`src/core/pack_topology_pkg.sv`:
```
/*
  Package for the pack topology configuration block: register offset, field
  layout, reset values, decode constants, settle timing and carrier types.
  Assumes a 100 MHz core clock and a plain address/strobe register port.
*/
`default_nettype none

package pack_topology_pkg;

  // ----------------------------------------------------------------------
  // register map
  // ----------------------------------------------------------------------
  localparam int unsigned ADDR_WIDTH          = 8;
  localparam int unsigned DATA_WIDTH          = 16;
  localparam logic [7:0]  PACK_TOPOLOGY_OFFSET = 8'h18;

  // field positions inside the topology register
  localparam int unsigned FLEX_B_POS     = 15;
  localparam int unsigned FLEX_A_POS     = 14;
  localparam int unsigned SETTLE_EN_POS  = 13;
  localparam int unsigned RESERVED_POS   = 12;
  localparam int unsigned BLOCK_SEL_LSB  = 8;
  localparam int unsigned CELL_B_LSB     = 4;
  localparam int unsigned CELL_A_LSB     = 0;

  // reset values
  localparam logic        FLEX_RESET      = 1'b1;
  localparam logic        SETTLE_EN_RESET = 1'b1;
  localparam logic [3:0]  BLOCK_SEL_RESET = 4'hf;
  localparam logic [3:0]  CELL_SEL_RESET  = 4'hf;

  // ----------------------------------------------------------------------
  // decode constants
  // ----------------------------------------------------------------------
  localparam logic [3:0]  TAP_LOW         = 4'h8;  // lowest supported tap
  localparam logic [3:0]  TAP_HIGH        = 4'he;  // highest supported tap
  localparam logic [3:0]  BLOCK_PIN_CODE  = 4'hf;  // dedicated block pin
  localparam int unsigned SWITCH_COUNT    = 14;
  localparam int unsigned TAP_SWITCHES    = 7;     // switches 8 through 14

  // ----------------------------------------------------------------------
  // settle timing
  // ----------------------------------------------------------------------
  localparam int unsigned CLOCK_PERIOD_NS = 10;
  localparam int unsigned SETTLE_TIME_NS  = 30000;
  localparam int unsigned SETTLE_CYCLES   =
    (SETTLE_TIME_NS + CLOCK_PERIOD_NS - 1) / CLOCK_PERIOD_NS;
  localparam int unsigned SETTLE_WIDTH    = 12;

  // ----------------------------------------------------------------------
  // carrier types
  // ----------------------------------------------------------------------
  typedef struct packed {
    logic       flex_pack_enable_b;
    logic       flex_pack_enable_a;
    logic       settle_delay_enable;
    logic       reserved;
    logic [3:0] block_tap_select;
    logic [3:0] highest_cell_select_b;
    logic [3:0] highest_cell_select_a;
  } topology_fields_type;

  typedef struct packed {
    logic [TAP_SWITCHES-1:0] switch_select;  // bit 0 is switch 8
    logic                    common_switch;
    logic                    off_position;
  } supply_tap_mux_type;

  typedef struct packed {
    logic [3:0] tap;        // 0xf means dedicated block pin
    logic       block_pin;
  } block_route_type;

  typedef enum logic [1:0] {
    SCAN_IDLE   = 2'b00,
    SCAN_SETTLE = 2'b01
  } settle_state_type;

endpackage

`default_nettype wire

```
`src/core/pack_topology_config.sv`:
```
/*
  Pack topology configuration register with redundant-field voting, supply
  tap and block divider routing decode, balance alert masking and the
  settle delay inserted into alternate-mux scans.
  Assumes synchronous inputs on clock_i, a one-cycle read/write strobe port
  and a scan engine that pulses a request before sampling the top cell.
*/
// Design decisions made here: strobed register access and the register offsets.
`timescale 1ns/10ps
`default_nettype none


module pack_topology_config
  import pack_topology_pkg::*;
(
  input  wire logic                                  clock_i,
  input  wire logic                                  rst_n_i,
  input  wire logic                                  ce_i,
  input  wire logic [pack_topology_pkg::ADDR_WIDTH-1:0] addr_i,
  input  wire logic [pack_topology_pkg::DATA_WIDTH-1:0] write_data_i,
  input  wire logic                                  write_i,
  input  wire logic                                  read_i,
  output var  logic [pack_topology_pkg::DATA_WIDTH-1:0] read_data_o,
  input  wire logic                                  scan_request_i,
  input  wire logic                                  alternate_mux_select_i,
  output var  logic                                  sample_go_o,
  output var  logic                                  settle_busy_o,
  output var  pack_topology_pkg::supply_tap_mux_type supply_tap_mux_o,
  output var  pack_topology_pkg::block_route_type    block_route_o,
  output var  logic [pack_topology_pkg::SWITCH_COUNT-1:0] balance_switch_alert_mask_o,
  output var  logic                                  flex_enable_effective_o,
  output var  logic                                  flex_mismatch_o,
  output var  logic                                  cell_mismatch_o
);

  import pack_topology_pkg::*;

  topology_fields_type   fields;
  settle_state_type      state;
  settle_state_type      next_state;
  logic                  flex_effective;
  logic                  flex_differ;
  logic                  cell_differ;
  logic                  cell_supported;
  logic                  block_supported;
  logic                  delay_needed;
  logic                  timer_start;
  logic                  timer_busy;
  logic                  timer_done;
  logic [3:0]            cell_agreed;
  logic [SWITCH_COUNT-1:0] next_mask;
  supply_tap_mux_type    next_tap;
  block_route_type       next_route;
  logic [SETTLE_WIDTH:0] wait_cycles;  // assertion helper

  // ----------------------------------------------------------------------
  // register port
  // ----------------------------------------------------------------------
  // stored fields; the reserved bit is never written
  always_ff @(posedge clock_i) begin
    if (!rst_n_i) begin
      fields.flex_pack_enable_b    <= FLEX_RESET;
      fields.flex_pack_enable_a    <= FLEX_RESET;
      fields.settle_delay_enable   <= SETTLE_EN_RESET;
      fields.reserved              <= 1'b0;
      fields.block_tap_select      <= BLOCK_SEL_RESET;
      fields.highest_cell_select_b <= CELL_SEL_RESET;
      fields.highest_cell_select_a <= CELL_SEL_RESET;
    end else if (ce_i && write_i && addr_i == PACK_TOPOLOGY_OFFSET) begin
      fields.flex_pack_enable_b    <= write_data_i[FLEX_B_POS];
      fields.flex_pack_enable_a    <= write_data_i[FLEX_A_POS];
      fields.settle_delay_enable   <= write_data_i[SETTLE_EN_POS];
      fields.reserved              <= 1'b0;
      fields.block_tap_select      <= write_data_i[BLOCK_SEL_LSB +: 4];
      fields.highest_cell_select_b <= write_data_i[CELL_B_LSB +: 4];
      fields.highest_cell_select_a <= write_data_i[CELL_A_LSB +: 4];
    end
  end

  // read data stand one cycle after the strobe; other addresses read zero
  always_ff @(posedge clock_i) begin
    if (!rst_n_i) begin
      read_data_o <= '0;
    end else if (ce_i) begin
      if (read_i && addr_i == PACK_TOPOLOGY_OFFSET) begin
        read_data_o <= fields;
      end else begin
        read_data_o <= '0;
      end
    end
  end

  // ----------------------------------------------------------------------
  // voting on redundant fields
  // ----------------------------------------------------------------------
  // disagreeing enable copies fall back to enabled
  assign flex_differ    = fields.flex_pack_enable_a != fields.flex_pack_enable_b;
  assign flex_effective = flex_differ ? 1'b1 : fields.flex_pack_enable_a;
  assign cell_differ    = fields.highest_cell_select_a != fields.highest_cell_select_b;
  assign cell_agreed    = fields.highest_cell_select_a;
  assign cell_supported = !cell_differ && cell_agreed >= TAP_LOW
                          && cell_agreed <= TAP_HIGH;
  assign block_supported = fields.block_tap_select >= TAP_LOW
                           && fields.block_tap_select <= TAP_HIGH;

  // ----------------------------------------------------------------------
  // supply tap decode
  // ----------------------------------------------------------------------
  // one switch closes for a valid agreed top cell with both flex enable copies set, else the OFF position
  always_comb begin
    next_tap               = '0;
    next_tap.common_switch = 1'b1;
    next_tap.off_position  = 1'b1;
    if (flex_effective && !flex_differ && cell_supported) begin
      next_tap.common_switch = 1'b0;
      next_tap.off_position  = 1'b0;
      next_tap.switch_select = TAP_SWITCHES'(1) << (cell_agreed - TAP_LOW);
    end
  end

  // ----------------------------------------------------------------------
  // block divider decode
  // ----------------------------------------------------------------------
  // unsupported taps and a disabled flex pack fall back to the block pin
  always_comb begin
    next_route.tap       = BLOCK_PIN_CODE;
    next_route.block_pin = 1'b1;
    if (flex_effective && block_supported) begin
      next_route.tap       = fields.block_tap_select;
      next_route.block_pin = 1'b0;
    end
  end

  // ----------------------------------------------------------------------
  // balance alert masking
  // ----------------------------------------------------------------------
  // switches above the agreed top cell are masked, independent of flex enable
  generate
    for (genvar i = 0; i < SWITCH_COUNT; i++) begin : g_mask
      assign next_mask[i] = !cell_differ && (5'(i + 1) > {1'b0, cell_agreed});
    end
  endgenerate

  // registered decode outputs
  always_ff @(posedge clock_i) begin
    if (!rst_n_i) begin
      supply_tap_mux_o            <= '{switch_select: '0, common_switch: 1'b1, off_position: 1'b1};
      block_route_o               <= '{tap: BLOCK_PIN_CODE, block_pin: 1'b1};
      balance_switch_alert_mask_o <= '0;
      flex_enable_effective_o     <= FLEX_RESET;
      flex_mismatch_o             <= 1'b0;
      cell_mismatch_o             <= 1'b0;
    end else if (ce_i) begin
      supply_tap_mux_o            <= next_tap;
      block_route_o               <= next_route;
      balance_switch_alert_mask_o <= next_mask;
      flex_enable_effective_o     <= flex_effective;
      flex_mismatch_o             <= flex_differ;
      cell_mismatch_o             <= cell_differ;
    end
  end

  // ----------------------------------------------------------------------
  // settle delay sequencing
  // ----------------------------------------------------------------------
  // delay only in qualifying alternate-mux scans with the settle bit set
  assign delay_needed = fields.settle_delay_enable && flex_effective
                        && cell_supported && alternate_mux_select_i;
  assign timer_start  = state == SCAN_IDLE && scan_request_i && delay_needed;
  assign settle_busy_o = state == SCAN_SETTLE;

  // next state of the sequencer
  always_comb begin
    next_state = state;
    case (state)
      SCAN_IDLE: begin
        if (timer_start) begin
          next_state = SCAN_SETTLE;
        end
      end
      SCAN_SETTLE: begin
        if (timer_done) begin
          next_state = SCAN_IDLE;
        end
      end
      default: begin
        next_state = SCAN_IDLE;
      end
    endcase
  end

  // state register
  always_ff @(posedge clock_i) begin
    if (!rst_n_i) begin
      state <= SCAN_IDLE;
    end else if (ce_i) begin
      state <= next_state;
    end
  end

  // sample go: next cycle when no delay, after the timer otherwise
  always_ff @(posedge clock_i) begin
    if (!rst_n_i) begin
      sample_go_o <= 1'b0;
    end else if (ce_i) begin
      sample_go_o <= (state == SCAN_IDLE && scan_request_i && !delay_needed)
                     || (state == SCAN_SETTLE && timer_done);
    end
  end

  settle_timer #(
    .WIDTH  (SETTLE_WIDTH),
    .CYCLES (SETTLE_CYCLES)
  ) u_settle_timer (
    .clock_i (clock_i),
    .rst_n_i (rst_n_i),
    .ce_i    (ce_i),
    .start_i (timer_start),
    .busy_o  (timer_busy),
    .done_o  (timer_done)
  );

  // ----------------------------------------------------------------------
  // checks
  // ----------------------------------------------------------------------
  // enabled cycles spent settling, for the delay check
  always_ff @(posedge clock_i) begin
    if (!rst_n_i) begin
      wait_cycles <= '0;
    end else if (ce_i) begin
      if (state == SCAN_SETTLE) begin
        wait_cycles <= wait_cycles + (SETTLE_WIDTH+1)'(1);
      end else begin
        wait_cycles <= '0;
      end
    end
  end

  a_flex_vote_off: assert property (@(posedge clock_i) disable iff (!rst_n_i)
    ce_i && flex_differ |=> supply_tap_mux_o.off_position && flex_enable_effective_o)
    else $error("flex enable mismatch did not force supply tap off");

  a_reset_defaults: assert property (@(posedge clock_i)
    !rst_n_i |=> fields.flex_pack_enable_a && fields.flex_pack_enable_b
                 && fields.settle_delay_enable)
    else $error("flex or settle bits not set after reset");

  a_tap_select_one: assert property (@(posedge clock_i) disable iff (!rst_n_i)
    ce_i && fields.flex_pack_enable_a && fields.flex_pack_enable_b && cell_supported
    |=> supply_tap_mux_o.switch_select == (TAP_SWITCHES'(1) << ($past(cell_agreed) - TAP_LOW))
        && !supply_tap_mux_o.common_switch)
    else $error("supported top cell did not close its tap switch");

  a_tap_off_unsup: assert property (@(posedge clock_i) disable iff (!rst_n_i)
    ce_i && !cell_supported |=> supply_tap_mux_o.switch_select == '0
                                && supply_tap_mux_o.common_switch)
    else $error("unsupported top cell left a tap switch closed");

  a_block_route: assert property (@(posedge clock_i) disable iff (!rst_n_i)
    ce_i && !block_supported |=> block_route_o.block_pin && block_route_o.tap == BLOCK_PIN_CODE)
    else $error("unsupported block tap not routed to block pin");

  a_block_flex_off: assert property (@(posedge clock_i) disable iff (!rst_n_i)
    ce_i && !flex_effective |=> block_route_o.block_pin)
    else $error("block field used while flex pack disabled");

  a_settle_length: assert property (@(posedge clock_i) disable iff (!rst_n_i)
    ce_i && state == SCAN_SETTLE && timer_done |=> sample_go_o && $past(wait_cycles) >= SETTLE_CYCLES)
    else $error("settle wait shorter than required");

  a_no_delay_path: assert property (@(posedge clock_i) disable iff (!rst_n_i)
    ce_i && state == SCAN_IDLE && scan_request_i && !delay_needed
    |=> sample_go_o && state == SCAN_IDLE)
    else $error("unqualified scan was delayed");

  a_settle_off: assert property (@(posedge clock_i) disable iff (!rst_n_i)
    ce_i && !fields.settle_delay_enable && state == SCAN_IDLE |=> state == SCAN_IDLE)
    else $error("settle entered with settle bit clear");

  a_cell_vote_mask: assert property (@(posedge clock_i) disable iff (!rst_n_i)
    ce_i && cell_differ |=> balance_switch_alert_mask_o == '0 && supply_tap_mux_o.off_position)
    else $error("top cell mismatch left masking or tap selection on");

  a_cell_f_clear: assert property (@(posedge clock_i) disable iff (!rst_n_i)
    ce_i && !cell_differ && cell_agreed == 4'hf
    |=> balance_switch_alert_mask_o == '0 && supply_tap_mux_o.off_position)
    else $error("top cell 0xf did not clear masking");

  a_mask_any_flex: assert property (@(posedge clock_i) disable iff (!rst_n_i)
    ce_i && !cell_differ && cell_agreed == 4'h0 |=> balance_switch_alert_mask_o == '1)
    else $error("top cell masking not applied");

  a_readback: assert property (@(posedge clock_i) disable iff (!rst_n_i)
    ce_i && read_i && addr_i == PACK_TOPOLOGY_OFFSET |=> read_data_o == $past(fields))
    else $error("readback differs from stored fields");

  a_reserved_zero: assert property (@(posedge clock_i) disable iff (!rst_n_i)
    read_data_o[RESERVED_POS] == 1'b0)
    else $error("reserved bit read as one");

  // the timer is busy or pulsing done throughout the settle state, so a late request cannot restart it
  a_timer_tracks: assert property (@(posedge clock_i) disable iff (!rst_n_i)
    state == SCAN_SETTLE |-> timer_busy || timer_done)
    else $error("settle state without a running timer");

  a_busy_ignore: assert property (@(posedge clock_i) disable iff (!rst_n_i)
    ce_i && state == SCAN_SETTLE && !timer_done |=> state == SCAN_SETTLE && !sample_go_o)
    else $error("settle wait cut short");

  a_write_lands: assert property (@(posedge clock_i) disable iff (!rst_n_i)
    ce_i && write_i && addr_i == PACK_TOPOLOGY_OFFSET
    |=> fields == ($past(write_data_i) & ~(DATA_WIDTH'(1) << RESERVED_POS)))
    else $error("written word not stored");

  a_flex_off_tap: assert property (@(posedge clock_i) disable iff (!rst_n_i)
    ce_i && !flex_effective |=> supply_tap_mux_o.off_position && supply_tap_mux_o.switch_select == '0)
    else $error("top cell drove supply tap with flex pack disabled");

  a_route_tap: assert property (@(posedge clock_i) disable iff (!rst_n_i)
    ce_i && flex_effective && block_supported
    |=> !block_route_o.block_pin && block_route_o.tap == $past(fields.block_tap_select))
    else $error("supported block tap not routed");

  a_mask_flex_off: assert property (@(posedge clock_i) disable iff (!rst_n_i)
    ce_i && !flex_effective && !cell_differ && cell_agreed == TAP_LOW
    |=> balance_switch_alert_mask_o[7:0] == '0 && &balance_switch_alert_mask_o[SWITCH_COUNT-1:8])
    else $error("masking lost with flex pack disabled");

endmodule // pack_topology_config

`default_nettype wire

```
`src/core/settle_timer.sv`:
```
/*
  Down counter that times the settle wait before the top-cell sample.
  Assumes start pulses arrive only while idle; state freezes with ce_i low.
*/
`timescale 1ns/10ps
`default_nettype none

module settle_timer #(
  parameter int unsigned WIDTH  = 12,
  parameter int unsigned CYCLES = 3000
) (
  input  wire logic clock_i,
  input  wire logic rst_n_i,
  input  wire logic ce_i,
  input  wire logic start_i,
  output var  logic busy_o,
  output var  logic done_o
);

  logic [WIDTH-1:0] count;

  // ----------------------------------------------------------------------
  // countdown
  // ----------------------------------------------------------------------
  // load on start, count down while busy, pulse done after the last count
  always_ff @(posedge clock_i) begin
    if (!rst_n_i) begin
      count  <= '0;
      busy_o <= 1'b0;
      done_o <= 1'b0;
    end else if (ce_i) begin
      done_o <= 1'b0;
      if (start_i && !busy_o) begin
        count  <= WIDTH'(CYCLES - 1);
        busy_o <= 1'b1;
      end else if (busy_o) begin
        if (count == '0) begin
          busy_o <= 1'b0;
          done_o <= 1'b1;
        end else begin
          count <= count - WIDTH'(1);
        end
      end
    end
  end

endmodule // settle_timer

`default_nettype wire

```
`config.mk`:
```
export PLATFORM = sky130hd
export DESIGN_NAME = pack_topology_config
export DESIGN_NICKNAME = d
export VERILOG_FILES = /design/src/core/pack_topology_pkg.sv /design/src/core/pack_topology_config.sv /design/src/core/settle_timer.sv
export SDC_FILE = /design/constraint.sdc
export NUM_CORES = 1
export LEC_CHECK = 0
export BUFFER_PORTS_ARGS = -buffer_cell sky130_fd_sc_hd__buf_2
export CELL_PAD_IN_SITES_DETAIL_PLACEMENT = 1
export CELL_PAD_IN_SITES_GLOBAL_PLACEMENT = 1
export CORE_MARGIN = 2
export CORE_UTILIZATION = 30
export DETAILED_ROUTE_END_ITERATION = 10
export PLACE_DENSITY_LB_ADDON = 0.08
export SETUP_SLACK_MARGIN = 0.15
export SYNTH_ARGS = -nofsm -noshare
export SYNTH_HDL_FRONTEND = slang
export SYNTH_SLANG_ARGS = --single-unit
```
`constraint.sdc`:
```
create_clock -name clock_i -period 2.2 [get_ports clock_i]
set_input_delay 0.66 -clock clock_i [delete_from_list [all_inputs] [get_ports clock_i]]
set_output_delay 0.66 -clock clock_i [all_outputs]
set_load 0.01 [all_outputs]
```
==> flow_metrics.py <==
metrics = {
    "grt": {
        "grt_pass1_wl_mm": 14.2,
        "grt_use_met2": 0.249,
        "use_met1": 0.213,
        "grt_util_met3": 0.0371,
        "grt_pass1_vias": 2844,
        "grt_antenna_before_repair": 0,
        "grt.busiest_layer": "met2",
        "track_usage": 0.161,
        "globalRouteOverflowTotal": 0,
        "grt_max_degree": 22,
    },
    "synth": {
        "synth_edf_count": 0,
        "syn_avg_cell_area_sq_um": 9.51,
        "synth_ff_type": "dfxtp_1",
        "synth_seq_cells": 76,
        "synth_fp_nets": 362,
        "syn_area_sq_um": 3110,
        "syn_inst": 327,
        "ys_warn_count": 0,
        "netlist-cell-type-count": 47,
        "yosysTopAreaCell": "dfxtp_1",
        "yosys-top-cells-area": "dfxtp_1, a22o_1, mux2i_1",
        "synth.top_cell.area_share": 0.489,
        "seq_area_frac_synth": 0.489,
        "synthArstFlopShare": 0,
    },
    "floorplan": {
        "die_w_um": 106,
        "io-pin-count": 80,
        "initial_core_util": 0.305,
        "die_y_um": 106,
        "rows": 37,
        "core-area_sq_um": 10200,
        "die_area_sq_um": 11200,
    },
    "timing": {
        "finClkSkew_ns": 0.00819,
        "finalMaxSlewViolations": 0,
        "slew_headroom": 0.634,
        "fmax_ghz": 0.506,
        "worst_slack_ns": 0.224,
        "period_share": 0.898,
        "fin_setup_tns_ns": 0,
        "setup_viol": 0,
        "hold_violations": 0,
        "rsz0062_at_grt": "yes",
        "worst_pin_slew_ns": 0.545,
        "period_needed_ns": 1.98,
    },
    "finish": {
        "num_antenna_cells": 0,
        "fillers": 1194,
        "syn_to_final_growth_pct": 31.6,
        "design_area_sq_um": 4090,
        "seqCellArea_sq_um": 1520,
        "mostFrequentLayoutCell": "buf_2",
        "layout_common_cells": "buf_2, dfxtp_1, nand2_1",
        "layout-drive-gt1-share": 0.341,
        "fin_nets": 458,
        "multi_input_area_sq_um": 1480,
    },
    "critical_path": {
        "r2r-end": "u_settle_timer.count[3]",
        "critPathMaxFanout": 5,
        "startpoint": "fields[15]",
        "crit_path_end_kind": "flop",
        "worstSetupPathType": "flop to flop",
        "r2r_setup_slack_ns": 0.22,
        "worst_ep_required_time_ns": 2.44,
        "r2r_cells": 9,
        "arrival_ns": 2.22,
        "timing.rr.start": "fields[15]",
        "critPathLaunchType": "flop",
        "endpoint": "u_settle_timer.count[3]",
    },
    "power_and_ir_drop": {
        "ir_drop_mv": 0.272,
        "p_leak_nw": 1.92,
        "powerDensity_nw_per_um2": 637,
    },
    "place": {
        "dp_hpwl_mm": 6.16,
        "post_dp_cell_area_sq_um": 3790,
        "io_buffers": 77,
        "globalplace.congestion": 0.741,
        "pre_cts_ws_ns": 0.0666,
    },
    "clock_network": {
        "cts_sinks": 76,
        "cts-htree-levels": 3,
        "cts_tree": "built",
        "cts_root_buf": "clkbuf_8",
        "clkTransAtPathRegs_ns": 0.08,
        "clock_latency_ns": 0.36,
        "numCtsBuffers": 9,
        "cts_buffer_depth": 2,
    },
    "status": {
        "status": "complete, no violations",
    },
    "routing": {
        "wl_per_cell_um": 15.2,
        "viasPerCell": 4.88,
        "ant_nets": 0,
        "drtPass1Iterations": 3,
        "vias": 2754,
        "dr.first_iter.drc_count": 74,
        "drc_errors": 0,
        "postRouteWirelength_mm": 8.59,
    },
    "flow_run": {
        "max_cap_viol_count": 0,
    },
    "hold_path": {
        "hp-class": "flop to flop",
    },
}
==> through the flow <==
stage               cells   util  hold slack [ns]  power, mW
floorplan             327      -            0.455       1.47
global placement      542  0.372            0.422       1.53
detailed placement    542  0.372            0.432       1.53
CTS                   561  0.399            0.456       2.64
global route          564  0.402            0.463       2.72
finish                564  0.402            0.452       2.61
==> per-layer routing <==
metal  vias to the layer above  routed length [um]
met1                      1319                4270
met4                         0                 163
met2                        57                3790
met5                         -                   0
met3                        12                 376
li1                       1366                   -
==> critical path, cell delays in order, from the launching register on <==
cell and delay [ns]:
dfxtp_2 0.34, inv_2 0.05, ha_4 0.15, nand3b_1 0.17
or4_4 0.45, o31ai_4 0.26, buf_6 0.16, buf_16 0.10
o21a_1 0.12, a211oi_2 0.06
==> timing repair <==
item | CTS | global route
buffers inserted | 2 | 3
setup endpoints to repair | 8 | 12
hold buffers | 0 | 0
cloned | 1 | 0
pin swaps | 5 | 5
gates resized for setup | 10 | 1
==> Yosys cell counts, drive strengths merged (2+ instances only) <==
| library cell | instances |
|---|---|
| dfxtp | 76 |
| nand2 | 41 |
| a22o | 26 |
| nor2 | 21 |
| mux2i | 18 |
| clkbuf | 16 |
| a21oi | 13 |
| nand3 | 10 |
| nor3 | 9 |
| o21ai | 9 |
| buf | 8 |
| inv | 8 |
| a211oi | 7 |
| nand3b | 5 |
| nor4 | 5 |
| o31ai | 5 |
| xnor2 | 5 |
| a21o | 4 |
| a31oi | 4 |
| ha | 4 |
| nor4b | 4 |
| a32o | 3 |
| nand4 | 3 |
| a31o | 2 |
| and2 | 2 |
| and3 | 2 |
| o21a | 2 |
| or3 | 2 |
| or3b | 2 |
==> cell families after synthesis <==
family / Yosys count / share of synthesized area
adders and majority gates: 4 / 0.0161
other: 1 / 0.00121
muxes: 18 / 0.0579
xor gates and xnor gates: 5 / 0.0141
and+or+nand+nor: 111 / 0.176
AOI/OAI and AO/OA: 79 / 0.199
DFF: 76 / 0.489
buffers and inverters: 33 / 0.0463
==> registers in the layout, indices dropped and copies added, names as in the netlist <==
register and cells:
balance_switch_alert_mask_o 14, block_route_o 5, cell_agreed 4, cell_mismatch_o 1, fields 11, flex_enable_effective_o 1, flex_mismatch_o 1, read_data_o 15
sample_go_o 1, state 1, supply_tap_mux_o 8, u_settle_timer.busy_o 1, u_settle_timer.count 12, u_settle_timer.done_o 1
==> area by class of cell <==
class                   instances  share of cell area
flip-flops and latches         76               0.372
inverters                       9             0.00825
clock inverters                 5              0.0147
well taps                     136              0.0416
repair buffers                109               0.168
clock buffers                  11              0.0345
multi-input cells             218               0.361
==> how the worst min path moves through the flow <==
stage / from / end / slack [ns] / depth (start not counted)
5_1_grt: block_route_o[4] / block_route_o[4] / 0.46 / 1
3_3_place_gp: block_route_o[4] / block_route_o[4] / 0.42 / 1
2_1_floorplan: u_settle_timer.count[3] / u_settle_timer.count[3] / 0.45 / 1
6_report: block_route_o[4] / block_route_o[4] / 0.45 / 1
3_5_place_dp: block_route_o[4] / block_route_o[4] / 0.43 / 1
4_1_cts: block_route_o[4] / block_route_o[4] / 0.46 / 1
==> power by group <==
group / total (mW) / switching, mW / internal (mW)
Sequential: 1.38 / 0.00275 / 1.38
Clock: 1.11 / 0.552 / 0.560
Combinational: 0.114 / 0.0646 / 0.0490
Total: 2.61 / 0.619 / 1.99
Power figures use the tool's default switching activity.
